## src/inc/eeecw_pkg.sv

```systemverilog
package eeecw_pkg;

  // ****************************************
  // Indirect access map
  // ****************************************
  localparam logic [7:0] ADDR_IND_SELECT = 8'h6e;
  localparam logic [7:0] ADDR_IND_OFFSET = 8'h6f;
  localparam logic [7:0] ADDR_IND_DATA   = 8'ha0;
  localparam logic [2:0] TABLE_EEE       = 3'h1;
  localparam int         SEL_TABLE_HI    = 7;
  localparam int         SEL_TABLE_LO    = 5;
  localparam int         SEL_PORT_HI     = 3;
  localparam logic [3:0] PORT_FIRST      = 4'h1;
  localparam logic [3:0] PORT_LAST       = 4'h3;
  localparam int         NUM_PORTS       = 3;

  // ****************************************
  // Register offsets
  // ****************************************
  localparam logic [7:0] OFS_CAP_HI  = 8'h28;
  localparam logic [7:0] OFS_CAP_LO  = 8'h29;
  localparam logic [7:0] OFS_WAKE_HI = 8'h2a;
  localparam logic [7:0] OFS_WAKE_LO = 8'h2b;

  // ****************************************
  // Field positions and reset values
  // ****************************************
  localparam int          CAP_LP_HI       = 14;
  localparam int          CAP_LP_LO       = 9;
  localparam int          CAP_LOCAL_TX    = 1;
  localparam logic        RST_LOCAL_TX    = 1'b1;
  localparam logic [5:0]  RST_LP_CAP      = 6'h00;
  localparam logic [15:0] RST_WAKE_COUNT  = 16'h0000;
  localparam logic [15:0] WAKE_COUNT_MAX  = 16'hffff;

  // ****************************************
  // Timing
  // ****************************************
  localparam int CLK_PERIOD_NS       = 40;
  localparam int WAKE_THRESHOLD_PS   = 20500000;
  localparam int WAKE_THRESHOLD_CYC  = WAKE_THRESHOLD_PS / (CLK_PERIOD_NS * 1000);
  localparam int WAKE_TIMER_WIDTH    = 16;

endpackage

```

## src/rtl/eeecw_port.sv

```systemverilog
`timescale 1ns/100ps
module eeecw_port
  import eeecw_pkg::*;
#(
  parameter int TIMER_WIDTH = WAKE_TIMER_WIDTH
) (
  input  wire logic                   clk_sys,
  input  wire logic                   reset,
  input  wire logic                   lpiActive,
  input  wire logic [TIMER_WIDTH-1:0] wakeThreshold,
  input  wire logic                   capLoad,
  input  wire logic [5:0]             capIn,
  input  wire logic                   readClear,
  output logic      [5:0]             linkPartnerCap,
  output logic      [15:0]            wakeCount
);

  typedef enum logic [1:0] {ST_IDLE, ST_LPI, ST_WAKE} eeecw_wake_type;

  eeecw_wake_type             state;
  logic [TIMER_WIDTH-1:0]     timer;
  logic                       wakeError;

  // ****************************************
  // Wake tracking
  // ****************************************
  always_ff @(posedge clk_sys or posedge reset) begin
    if (reset) begin
      state <= ST_IDLE;
      timer <= '0;
    end else begin
      case (state)
        ST_IDLE: begin
          if (lpiActive) begin
            state <= ST_LPI;
          end
        end
        ST_LPI: begin
          timer <= '0;
          if (!lpiActive) begin
            state <= ST_WAKE;
          end
        end
        ST_WAKE: begin
          if (lpiActive) begin
            state <= ST_LPI;
          end else if (timer == wakeThreshold) begin
            state <= ST_IDLE;
          end else begin
            timer <= timer + 1'b1;
          end
        end
        default: state <= ST_IDLE;
      endcase
    end
  end

  assign wakeError = (state == ST_WAKE) && !lpiActive && (timer == wakeThreshold);

  // ****************************************
  // Counter
  // ****************************************
  always_ff @(posedge clk_sys or posedge reset) begin
    if (reset) begin
      wakeCount <= RST_WAKE_COUNT;
    end else if (readClear) begin
      wakeCount <= wakeError ? 16'h0001 : RST_WAKE_COUNT;
    end else if (wakeError && wakeCount != WAKE_COUNT_MAX) begin
      wakeCount <= wakeCount + 16'h0001;
    end
  end

  always_ff @(posedge clk_sys or posedge reset) begin
    if (reset) begin
      linkPartnerCap <= RST_LP_CAP;
    end else if (capLoad) begin
      linkPartnerCap <= capIn;
    end
  end

endmodule

```

## src/rtl/eeecw_regs.sv

```systemverilog
`timescale 1ns/100ps
// Operation
// - Select bits 3:0 pick port 1-3
// - Selected byte appears at 0xA0
// - Capability at offsets 0x28 and 0x29
// - Bits 14:12 partner KR/KX4/KX capability
// - Bits 11:9 partner T/1000T/100TX capability
// - Bit 1 local 100TX advertisement, reset 1
// - Wake counter at offsets 0x2A and 0x2B
// - Count wakes longer than threshold
// - Threshold defaults to 20.5 us
// - Reading low byte at 0x2B clears counter
module eeecw_regs
  import eeecw_pkg::*;
#(
  parameter int TIMER_WIDTH = WAKE_TIMER_WIDTH
) (
  input  wire logic                        clk_sys,
  input  wire logic                        reset,
  input  wire logic [7:0]                  regAddr,
  input  wire logic [7:0]                  regWdata,
  input  wire logic                        regWrite,
  input  wire logic                        regRead,
  output logic      [7:0]                  regRdata,
  input  wire logic [TIMER_WIDTH-1:0]      wakeThreshold,
  input  wire logic [NUM_PORTS-1:0]        lpiActive,
  input  wire logic [NUM_PORTS-1:0]        capLoad,
  input  wire logic [NUM_PORTS*6-1:0]      capIn,
  output logic      [NUM_PORTS-1:0]      localTxAdvertise
);

  typedef enum logic [2:0] {BYTE_NONE, BYTE_CAP_HI, BYTE_CAP_LO, BYTE_WAKE_HI, BYTE_WAKE_LO} eeecw_byte_type;

  logic [7:0]              selectReg;
  logic [7:0]              offsetReg;
  logic [NUM_PORTS-1:0]    readClear;
  logic [NUM_PORTS-1:0]    portSel;
  logic [5:0]              lpCap [NUM_PORTS];
  logic [15:0]             wakeCount [NUM_PORTS];
  logic                    eeeSelected;
  logic                    portValid;
  logic [1:0]              portIdx;
  logic                    dataHit;
  logic                    dataRead;
  logic                    dataWrite;
  eeecw_byte_type          byteSel;
  logic [15:0]             capWord;
  logic [15:0]             wakeWord;
  logic [7:0]              dataByte;
  logic [7:0]              next_rdata;

  // ****************************************
  // Indirect select
  // ****************************************
  always_ff @(posedge clk_sys or posedge reset) begin
    if (reset) begin
      selectReg <= 8'h00;
    end else if (regWrite && regAddr == ADDR_IND_SELECT) begin
      selectReg <= regWdata;
    end
  end

  // ****************************************
  // Indirect offset
  // ****************************************
  // offset byte write
  always_ff @(posedge clk_sys or posedge reset) begin
    if (reset) begin
      offsetReg <= 8'h00;
    end else if (regWrite && regAddr == ADDR_IND_OFFSET) begin
      offsetReg <= regWdata;
    end
  end

  // ****************************************
  // Access decode
  // ****************************************
  // table decode
  assign eeeSelected = selectReg[SEL_TABLE_HI:SEL_TABLE_LO] == TABLE_EEE;
  assign portValid   = selectReg[SEL_PORT_HI:0] >= PORT_FIRST
                       && selectReg[SEL_PORT_HI:0] <= PORT_LAST;
  assign portIdx     = 2'(selectReg[SEL_PORT_HI:0] - PORT_FIRST);
  assign dataHit     = regAddr == ADDR_IND_DATA && eeeSelected && portValid;
  assign dataRead    = regRead && dataHit;
  assign dataWrite   = regWrite && dataHit;

  // ****************************************
  // Offset decode
  // ****************************************
  always_comb begin
    case (offsetReg)
      OFS_CAP_HI:  byteSel = BYTE_CAP_HI;
      OFS_CAP_LO:  byteSel = BYTE_CAP_LO;
      OFS_WAKE_HI: byteSel = BYTE_WAKE_HI;
      OFS_WAKE_LO: byteSel = BYTE_WAKE_LO;
      default:     byteSel = BYTE_NONE;
    endcase
  end

  // ****************************************
  // Local advertisement
  // ****************************************
  always_ff @(posedge clk_sys or posedge reset) begin
    if (reset) begin
      localTxAdvertise <= {NUM_PORTS{RST_LOCAL_TX}};
    end else if (dataWrite && byteSel == BYTE_CAP_LO) begin
      localTxAdvertise[portIdx] <= regWdata[CAP_LOCAL_TX];
    end
  end

  // ****************************************
  // Per-port logic
  // ****************************************
  genvar p;
  generate
    for (p = 0; p < NUM_PORTS; p++) begin : gPort
      assign portSel[p]   = portIdx == 2'(p);
      assign readClear[p] = dataRead && portSel[p] && byteSel == BYTE_WAKE_LO;
      eeecw_port #(
        .TIMER_WIDTH (TIMER_WIDTH)
      ) uPort (
        .clk_sys        (clk_sys),
        .reset          (reset),
        .lpiActive      (lpiActive[p]),
        .wakeThreshold  (wakeThreshold),
        .capLoad        (capLoad[p]),
        .capIn          (capIn[p*6 +: 6]),
        .readClear      (readClear[p]),
        .linkPartnerCap (lpCap[p]),
        .wakeCount      (wakeCount[p])
      );
    end
  endgenerate

  // ****************************************
  // Port words
  // ****************************************
  always_comb begin
    capWord = 16'h0000;
    if (portValid) begin
      capWord[CAP_LP_HI:CAP_LP_LO] = lpCap[portIdx];
      capWord[CAP_LOCAL_TX]        = localTxAdvertise[portIdx];
    end
  end

  always_comb begin
    wakeWord = 16'h0000;
    if (portValid) begin
      wakeWord = wakeCount[portIdx];
    end
  end

  // ****************************************
  // Indirect byte mux
  // ****************************************
  // indirect byte mux
  always_comb begin
    case (byteSel)
      BYTE_CAP_HI: begin
        dataByte = capWord[15:8];
      end
      BYTE_CAP_LO: begin
        dataByte = capWord[7:0];
      end
      BYTE_WAKE_HI: begin
        dataByte = wakeWord[15:8];
      end
      BYTE_WAKE_LO: begin
        dataByte = wakeWord[7:0];
      end
      default: begin
        dataByte = 8'h00;
      end
    endcase
  end

  // ****************************************
  // Read data select
  // ****************************************
  always_comb begin
    case (regAddr)
      ADDR_IND_SELECT: begin
        next_rdata = selectReg;
      end
      ADDR_IND_OFFSET: begin
        next_rdata = offsetReg;
      end
      ADDR_IND_DATA: begin
        next_rdata = 8'h00;
        if (dataHit) begin
          next_rdata = dataByte;
        end
      end
      default: begin
        next_rdata = 8'h00;
      end
    endcase
  end

  // ****************************************
  // Read data register
  // ****************************************
  always_ff @(posedge clk_sys or posedge reset) begin
    if (reset) begin
      regRdata <= 8'h00;
    end else if (regRead) begin
      regRdata <= next_rdata;
    end
  end

endmodule

```

## config.mk

```make
export PLATFORM = sky130hd
export DESIGN_NAME = eeecw_regs
export DESIGN_NICKNAME = d
export VERILOG_FILES = /design/src/inc/eeecw_pkg.sv /design/src/rtl/eeecw_port.sv /design/src/rtl/eeecw_regs.sv
export SDC_FILE = /design/constraint.sdc
export NUM_CORES = 1
export LEC_CHECK = 0
export ABC_AREA = 1
export ABC_CLOCK_PERIOD_IN_PS = 4900
export BUFFER_PORTS_ARGS = -buffer_cell sky130_fd_sc_hd__buf_2
export CAP_MARGIN = 25
export CORE_UTILIZATION = 57
export CTS_BUF_LIST = sky130_fd_sc_hd__clkbuf_2
export DETAILED_ROUTE_END_ITERATION = 16
export PLACE_DENSITY = 0.87
export SYNTH_ARGS = -nofsm -noshare
export SYNTH_HDL_FRONTEND = slang
export SYNTH_SLANG_ARGS = --single-unit
```

## constraint.sdc

```tcl
create_clock -name clk_sys -period 4.9 [get_ports clk_sys]
set_input_delay 0.735 -clock clk_sys [delete_from_list [all_inputs] [get_ports clk_sys]]
set_output_delay 0.735 -clock clk_sys [all_outputs]
set_load 0.01 [all_outputs]
```

Word level (Yosys, flattened, before mapping) --
Cells that the tools add are included.
Word-level totals: memories kept 0, output and inout port bits 11, input bits 60, logic and storage cells 164, latch bits 0, register bits 147, memory bits (writable) 0, ROM bits 0
Cells by class: $add $sub $neg 7, reduce and logical (&&, ||, !) cells 43, order comparisons 5, multiplexer cells 51, div/mod/pow operators 0, multipliers 0, shift operators 0, equality and inequality tests 41, bitwise logic cells 1
Operator list (count):
- 16-bit 2-to-1 mux | 15
- 16-bit by 1-bit adder with 16-bit output (second input constant) | 6
- 16-bit one-hot mux with 2 select lines | 3
- 16-bit equality test | 3
- 16-bit != test (second input constant) | 3
- 16-bit binary-select mux with 2-bit select | 1
- 8-bit by 6-bit equality test with 1-bit output (second input constant) | 4
- 8-bit one-hot mux with 4 select lines | 1
- 1-bit logical AND | 24
- 2-bit 2-to-1 mux | 12
- 2-bit != test (second input constant) | 12
- 8-bit one-hot mux with 3 select lines | 1
- 6-bit 2-to-1 mux | 3
- 2-bit one-hot mux with 3 select lines | 3
- 3-bit AND reduction | 6
- 8-bit by 7-bit equality test with 1-bit output (second input constant) | 2
- 6-bit binary-select mux with 2-bit select | 1
- 3-bit one-hot mux with 4 select lines | 1
- 2-bit nonzero test | 6
- 3-bit != test (second input constant) | 3
- 2-bit by 1-bit equality test with 1-bit output (second input constant) | 4
- 2-bit equality test (second input constant) | 4
- 8-bit equality test (second input constant) | 1
- 2-bit zero test | 4
- 16 further kinds | 25

Longest topological paths before layout --
depth after elaboration 9, mapped depth 16

Modules after synthesis --
A second synthesis with hierarchy kept.
Unflattened totals: cells, all modules 1514, area, all modules 10543.9 um^2
Modules (own cells, without submodules):
- eeecw_port | times used 3, area an instance 2721.4 um^2, sequential area each 1001.0 um^2, cells an instance 380
- eeecw_regs | times used 1, area an instance 2379.8 um^2, sequential area each 679.4 um^2, cells an instance 374

Least setup slack after synthesis --
Ideal clock, no wire load.
path kind reg2reg, start point register selectReg[0], end point register gPort[2].uPort.wakeCount[15], data required time 4.781 ns, path slack 2.823 ns, buffers on the path 2, library setup time 0.119 ns, stages on the path, launching flop included 11, data arrival time 1.958 ns, cell sequence dfrtp_1 > clkinv_1 > clkbuf_1 > ha_1 > a21oi_1 > nand3_1 > nor2_1 > nand3_1 > clkbuf_1 > nand4_1 > nand2_1
Between the ends: longest elaborated chain between the ends 7, elaborated cells on any way between the ends 11
RTL lines:
- from (decl) | RTL line eeecw_regs.sv:34 | logic [7:0] selectReg;
- from (signal assigned) | RTL line eeecw_regs.sv:59 | selectReg <= regWdata;
- 4-bit by 1-bit >= comparator with 1-bit output or 4-bit by 2-bit <= comparator with 1-bit output (tied branches) | RTL line eeecw_regs.sv:80, eeecw_regs.sv:81
- 1-bit logical AND | RTL line eeecw_regs.sv:81 | && selectReg[SEL_PORT_HI:0] <= PORT_LAST;
- 1-bit logical AND | RTL line eeecw_regs.sv:83 | assign dataHit = regAddr == ADDR_IND_DATA && eeeSelected && portValid;
- 1-bit logical AND | RTL line eeecw_regs.sv:84 | assign dataRead = regRead && dataHit;
- 1-bit logical AND (*) (2 in a row) | RTL line eeecw_regs.sv:118 | assign readClear[p] = dataRead && portSel[p] && byteSel == BYTE_WAKE_LO;
- 16-bit 2-to-1 mux or 2-bit nonzero test (tied branches)
- to (signal assigned) | RTL line eeecw_port.sv:67 | wakeCount <= wakeError ? 16'h0001 : RST_WAKE_COUNT;
- to (signal assigned) | RTL line eeecw_port.sv:69 | wakeCount <= wakeCount + 16'h0001;
- to (decl) | RTL line eeecw_port.sv:15 | output logic [15:0] wakeCount
Every way passes the cells marked *; elsewhere a longest branch is shown, timed or not. A chain may end at the register's enable or synchronous reset.

Worst setup path in the final report --
start point register selectReg[0], end point register regRdata[1]
Between the ends: longest elaborated chain between the ends 9, elaborated cells on any way between the ends 20
RTL lines:
- 2-bit by 1-bit subtractor with 2-bit output | RTL line eeecw_regs.sv:82 | assign portIdx = 2'(selectReg[SEL_PORT_HI:0] - PORT_FIRST);
- 2-bit inverter with 3-bit output (implied by the code) | RTL line eeecw_regs.sv:141, eeecw_regs.sv:149
- 16-bit binary-select mux with 2-bit select or 6-bit binary-select mux with 2-bit select (tied branches) | RTL line eeecw_regs.sv:149, eeecw_regs.sv:141
- 16-bit 2-to-1 mux (implied by the code) or 6-bit 2-to-1 mux (tied branches) (2 in a row) | RTL line eeecw_regs.sv:149, eeecw_regs.sv:141
- 16-bit 2-to-1 mux or 6-bit 2-to-1 mux (tied branches) | RTL line eeecw_regs.sv:148, eeecw_regs.sv:140
- 8-bit one-hot mux with 4 select lines | RTL line eeecw_regs.sv:158 | case (byteSel)
- 8-bit 2-to-1 mux (*) | RTL line eeecw_regs.sv:190 | if (dataHit) begin
- 8-bit one-hot mux with 3 select lines (*) | RTL line eeecw_regs.sv:181 | case (regAddr)
- to (signal assigned) | RTL line eeecw_regs.sv:207 | regRdata <= next_rdata;
- to (decl) | RTL line eeecw_regs.sv:24 | output logic [7:0] regRdata,
Every way passes the cells marked *; elsewhere a longest branch is shown, timed or not. The select of a mux whose other input is x is not followed.

==> flow_summary_export.csv <==
group,metric,value,unit
cts,hold_buffers,0,
cts,clk_latency,0.78,ns
flow_run,drv_cap,0,
route,vias_per_cell,5.55,
run_status,status,"completed",
synth,syn_nets,1576,
placement,portBuffers,70,
cells_and_area,fin_area,10900,um^2
global_routing,grt_overflow,0,
cells_and_area,drive_gt1_share,11.2,%
setup_path,critPathRequiredTime,5.57,ns
global_routing,grt_pass1_vias,9097,
timing,fmax,267,MHz
setup_path,startpoint_type,"register",
cells_and_area,final_cells,1791,
setup_path,path_class,"register to register",
cells_and_area,layout_commonest_cell,"nand2_1",
pwr,power_density,201,nW/um^2
placement,placed_area,10600,um^2
setup_path,path_cells,"buf_4, clkinv_1, ha_1, inv_1, nand2_1, inv_1, nand2_1, o21ai_0, nand2_1, nand2_1, inv_1, nand2_1, nand2_1, nand2_1, nand2_1, nand2_1",
setup_path,cpPeakStageDelay,0.88,ns
worst_hold_path,holdPathEnd,"gPort[2].uPort.state[1]",
route,num_vias,9933,
timing,rsz0062_at_grt,"no",
global_routing,grt_usage,29.3,%
global_routing,grt_max_degree,64,
route,ant_nets,0,
setup_path,path_max_fanout,41,
pwr,ir_drop,0.210,mV
synth,yosysSeqAreaShare,35.9,%
timing,worst_pin_slew,0.927,ns
floorplan,die-area,18500,um^2
floorplan,initial_core_util,58.9,%
cells_and_area,fin_nets,1621,
cells_and_area,fin_util,62.7,%
cts,cts_buffers,17,
placement,dp.cells,1753,
floorplan,row_count,48,
cts,htree_levels,4,
timing,clock_skew,0.0483,ns
synth,synth.ff_latch_count,147,
timing,final.min_clock_period,3.74,ns
synth,synth_edf_count,0,
floorplan,pin_count,71,
synth,synth_area,10300,um^2
setup_path,cpMostUsedCell,"nand2_1",
route,drc_errors,0,
floorplan,die_h,136,um
synth,synthCells,1506,
setup_path,arrival,4.41,ns
placement,dpl.hpwl,19100,um
global_routing,antenna_found_initial,2,
synth,synth_warnings,0,
pwr,p_leak,5.42,nW
global_routing,grt_pass1_wl,42900,um
timing,setup_viol,0,
cts,clk_pin_slew,0.24,ns
cells_and_area,area_delta_synth_final,6.43,%
route,routed_wl,25900,um
worst_hold_path,min_path_type,"primary input to register",
synth,yosys.cell_types.count,43,
synth,synthArstFlopShare,100,%
setup_path,rr_startpoint,"selectReg[0]",
floorplan,core,17400,um^2
setup_path,r2r-end,"regRdata[1]",
setup_path,reg2reg_depth,16,
timing,finalCritPeriodShare,76.3,%
timing,tns,0,ns
route,drt_iter0_markers,840,
cts,cts_tree,"yes",
cts,cts_setup_buffers,0,
synth,synth_ff_type,"dfrtp_1",
setup_path,worstSetupEndpointType,"register",
cts,cts_buffer_depth,2,
timing,final-hold-violation-count,0,
cts,root_buffer,"clkbuf_2",
cts,clock-sinks,147,
setup_path,reg2reg_slack,1.16,ns
placement,routabilityCongestion,0.987,
route,avgRoutedWirePerCell,14.4,um
synth,synth.avg_cell_area,6.81,um^2
timing,slew_violations,0,
worst_hold_path,hp-start,"lpiActive[2]",
cts,ctsResizeCount,0,
timing,relSlewSlack,38.0,%
setup_path,crit_slowest_cell,"ha_1",
cells_and_area,fill_cells,1623,
worst_hold_path,hold_depth,2,
floorplan,chipWidth,136,um
route,first_pass_iters,10,
cells_and_area,layout_common_cells,"nand2_1 (453), inv_1 (162), nor2_1 (162)",
## state kept, by name (all words and copies together), names as in the netlist
name and count:
gPort.uPort.linkPartnerCap 18, selectReg 8, gPort.uPort.state 6, offsetReg 8
regRdata 8, localTxAdvertise 3, gPort.uPort.timer 48, gPort.uPort.wakeCount 48
## routing by layer
layer / track usage [%] / vias to the layer above / routed length, um
li1: - / 4908 / -
met1: 38.5 / 4564 / 11100
met2: 48.2 / 392 / 12300
met3: 5.29 / 69 / 1780
met4: 10.5 / 0 / 722
met5: 0 / - / 0
## critical path: cells and delay by family, from the launching register on
kind,cells,cell delay [ns]
buf+inv,5,1.44
simple gates,9,0.91
fa+ha+maj,1,0.88
flops,1,0.37
compound gates,1,0.07
## stage by stage
step,power [W],setup slack [ns],hold slack [ns]
final,0.00219,1.16,0.113
after global placement,0.00155,1.33,0.434
after detailed placement,0.00156,1.29,0.444
after CTS,0.00220,1.22,0.00322
after floorplan,0.00147,0.219,0.431
after global routing,0.00230,0.796,0.0282
## synthesized netlist by cell type, types with 4 or more instances
cell	count	area [um^2]
nor2_1	162	608
buf_6	5	56.3
nor2_2	9	56.3
xnor2_1	4	35.0
ha_1	10	125
nand4_1	66	413
o21ai_0	66	330
nand3_1	143	716
mux2_2	7	78.8
dfrtp_1	144	3600
a21oi_1	21	105
buf_2	27	135
nand2_2	4	25.0
xor2_1	90	788
nand2_1	453	1700
o21ai_1	13	65.1
clkbuf_1	17	63.8
inv_2	16	60.1
inv_1	163	612
o21ai_2	11	96.3
nor2_4	5	56.3
nor3_1	32	160
## how the worst max path moves through the flow
stage,start,endpoint,slack [ns]
5_1_grt,selectReg[0],regRdata[1],0.80
2_1_floorplan,reset,gPort[0].uPort.linkPartnerCap[0],0.22
3_5_place_dp,selectReg[0],gPort[1].uPort.wakeCount[2],1.29
6_report,selectReg[0],regRdata[1],1.16
3_3_place_gp,selectReg[0],regRdata[6],1.33
4_1_cts,selectReg[0],gPort[1].uPort.wakeCount[2],1.22
## cells by family after synthesis
family                     synth area share, %
and+or+nand+nor                           37.9
AOI/OAI and AO/OA                         6.83
adders and majority gates                 1.22
xor gates and xnor gates                  8.03
muxes                                    0.769
buffers and inverters                     9.31
DFF                                       35.9
## power breakdown
group          switching (W)  leakage (nW)  internal [W]
clock network       0.000507         0.131      0.000149
logic               0.000196          3.35     0.0000776
registers          0.0000203          1.94       0.00125
## layout make-up
cell class / count / area [um^2] / area share (%)
Tap cell: 225 / 282 / 2.58
Timing Repair Buffer: 78 / 435 / 3.99
Clock inverter: 15 / 123 / 1.12
Clock buffer: 17 / 85.1 / 0.780
Multi-Input combinational cell: 1126 / 5620 / 51.5
Antenna cell: 2 / 5.00 / 0.0459
Sequential cell: 147 / 3680 / 33.7
Inverter: 181 / 684 / 6.27
No activity file was read; power rests on OpenSTA's default activity.
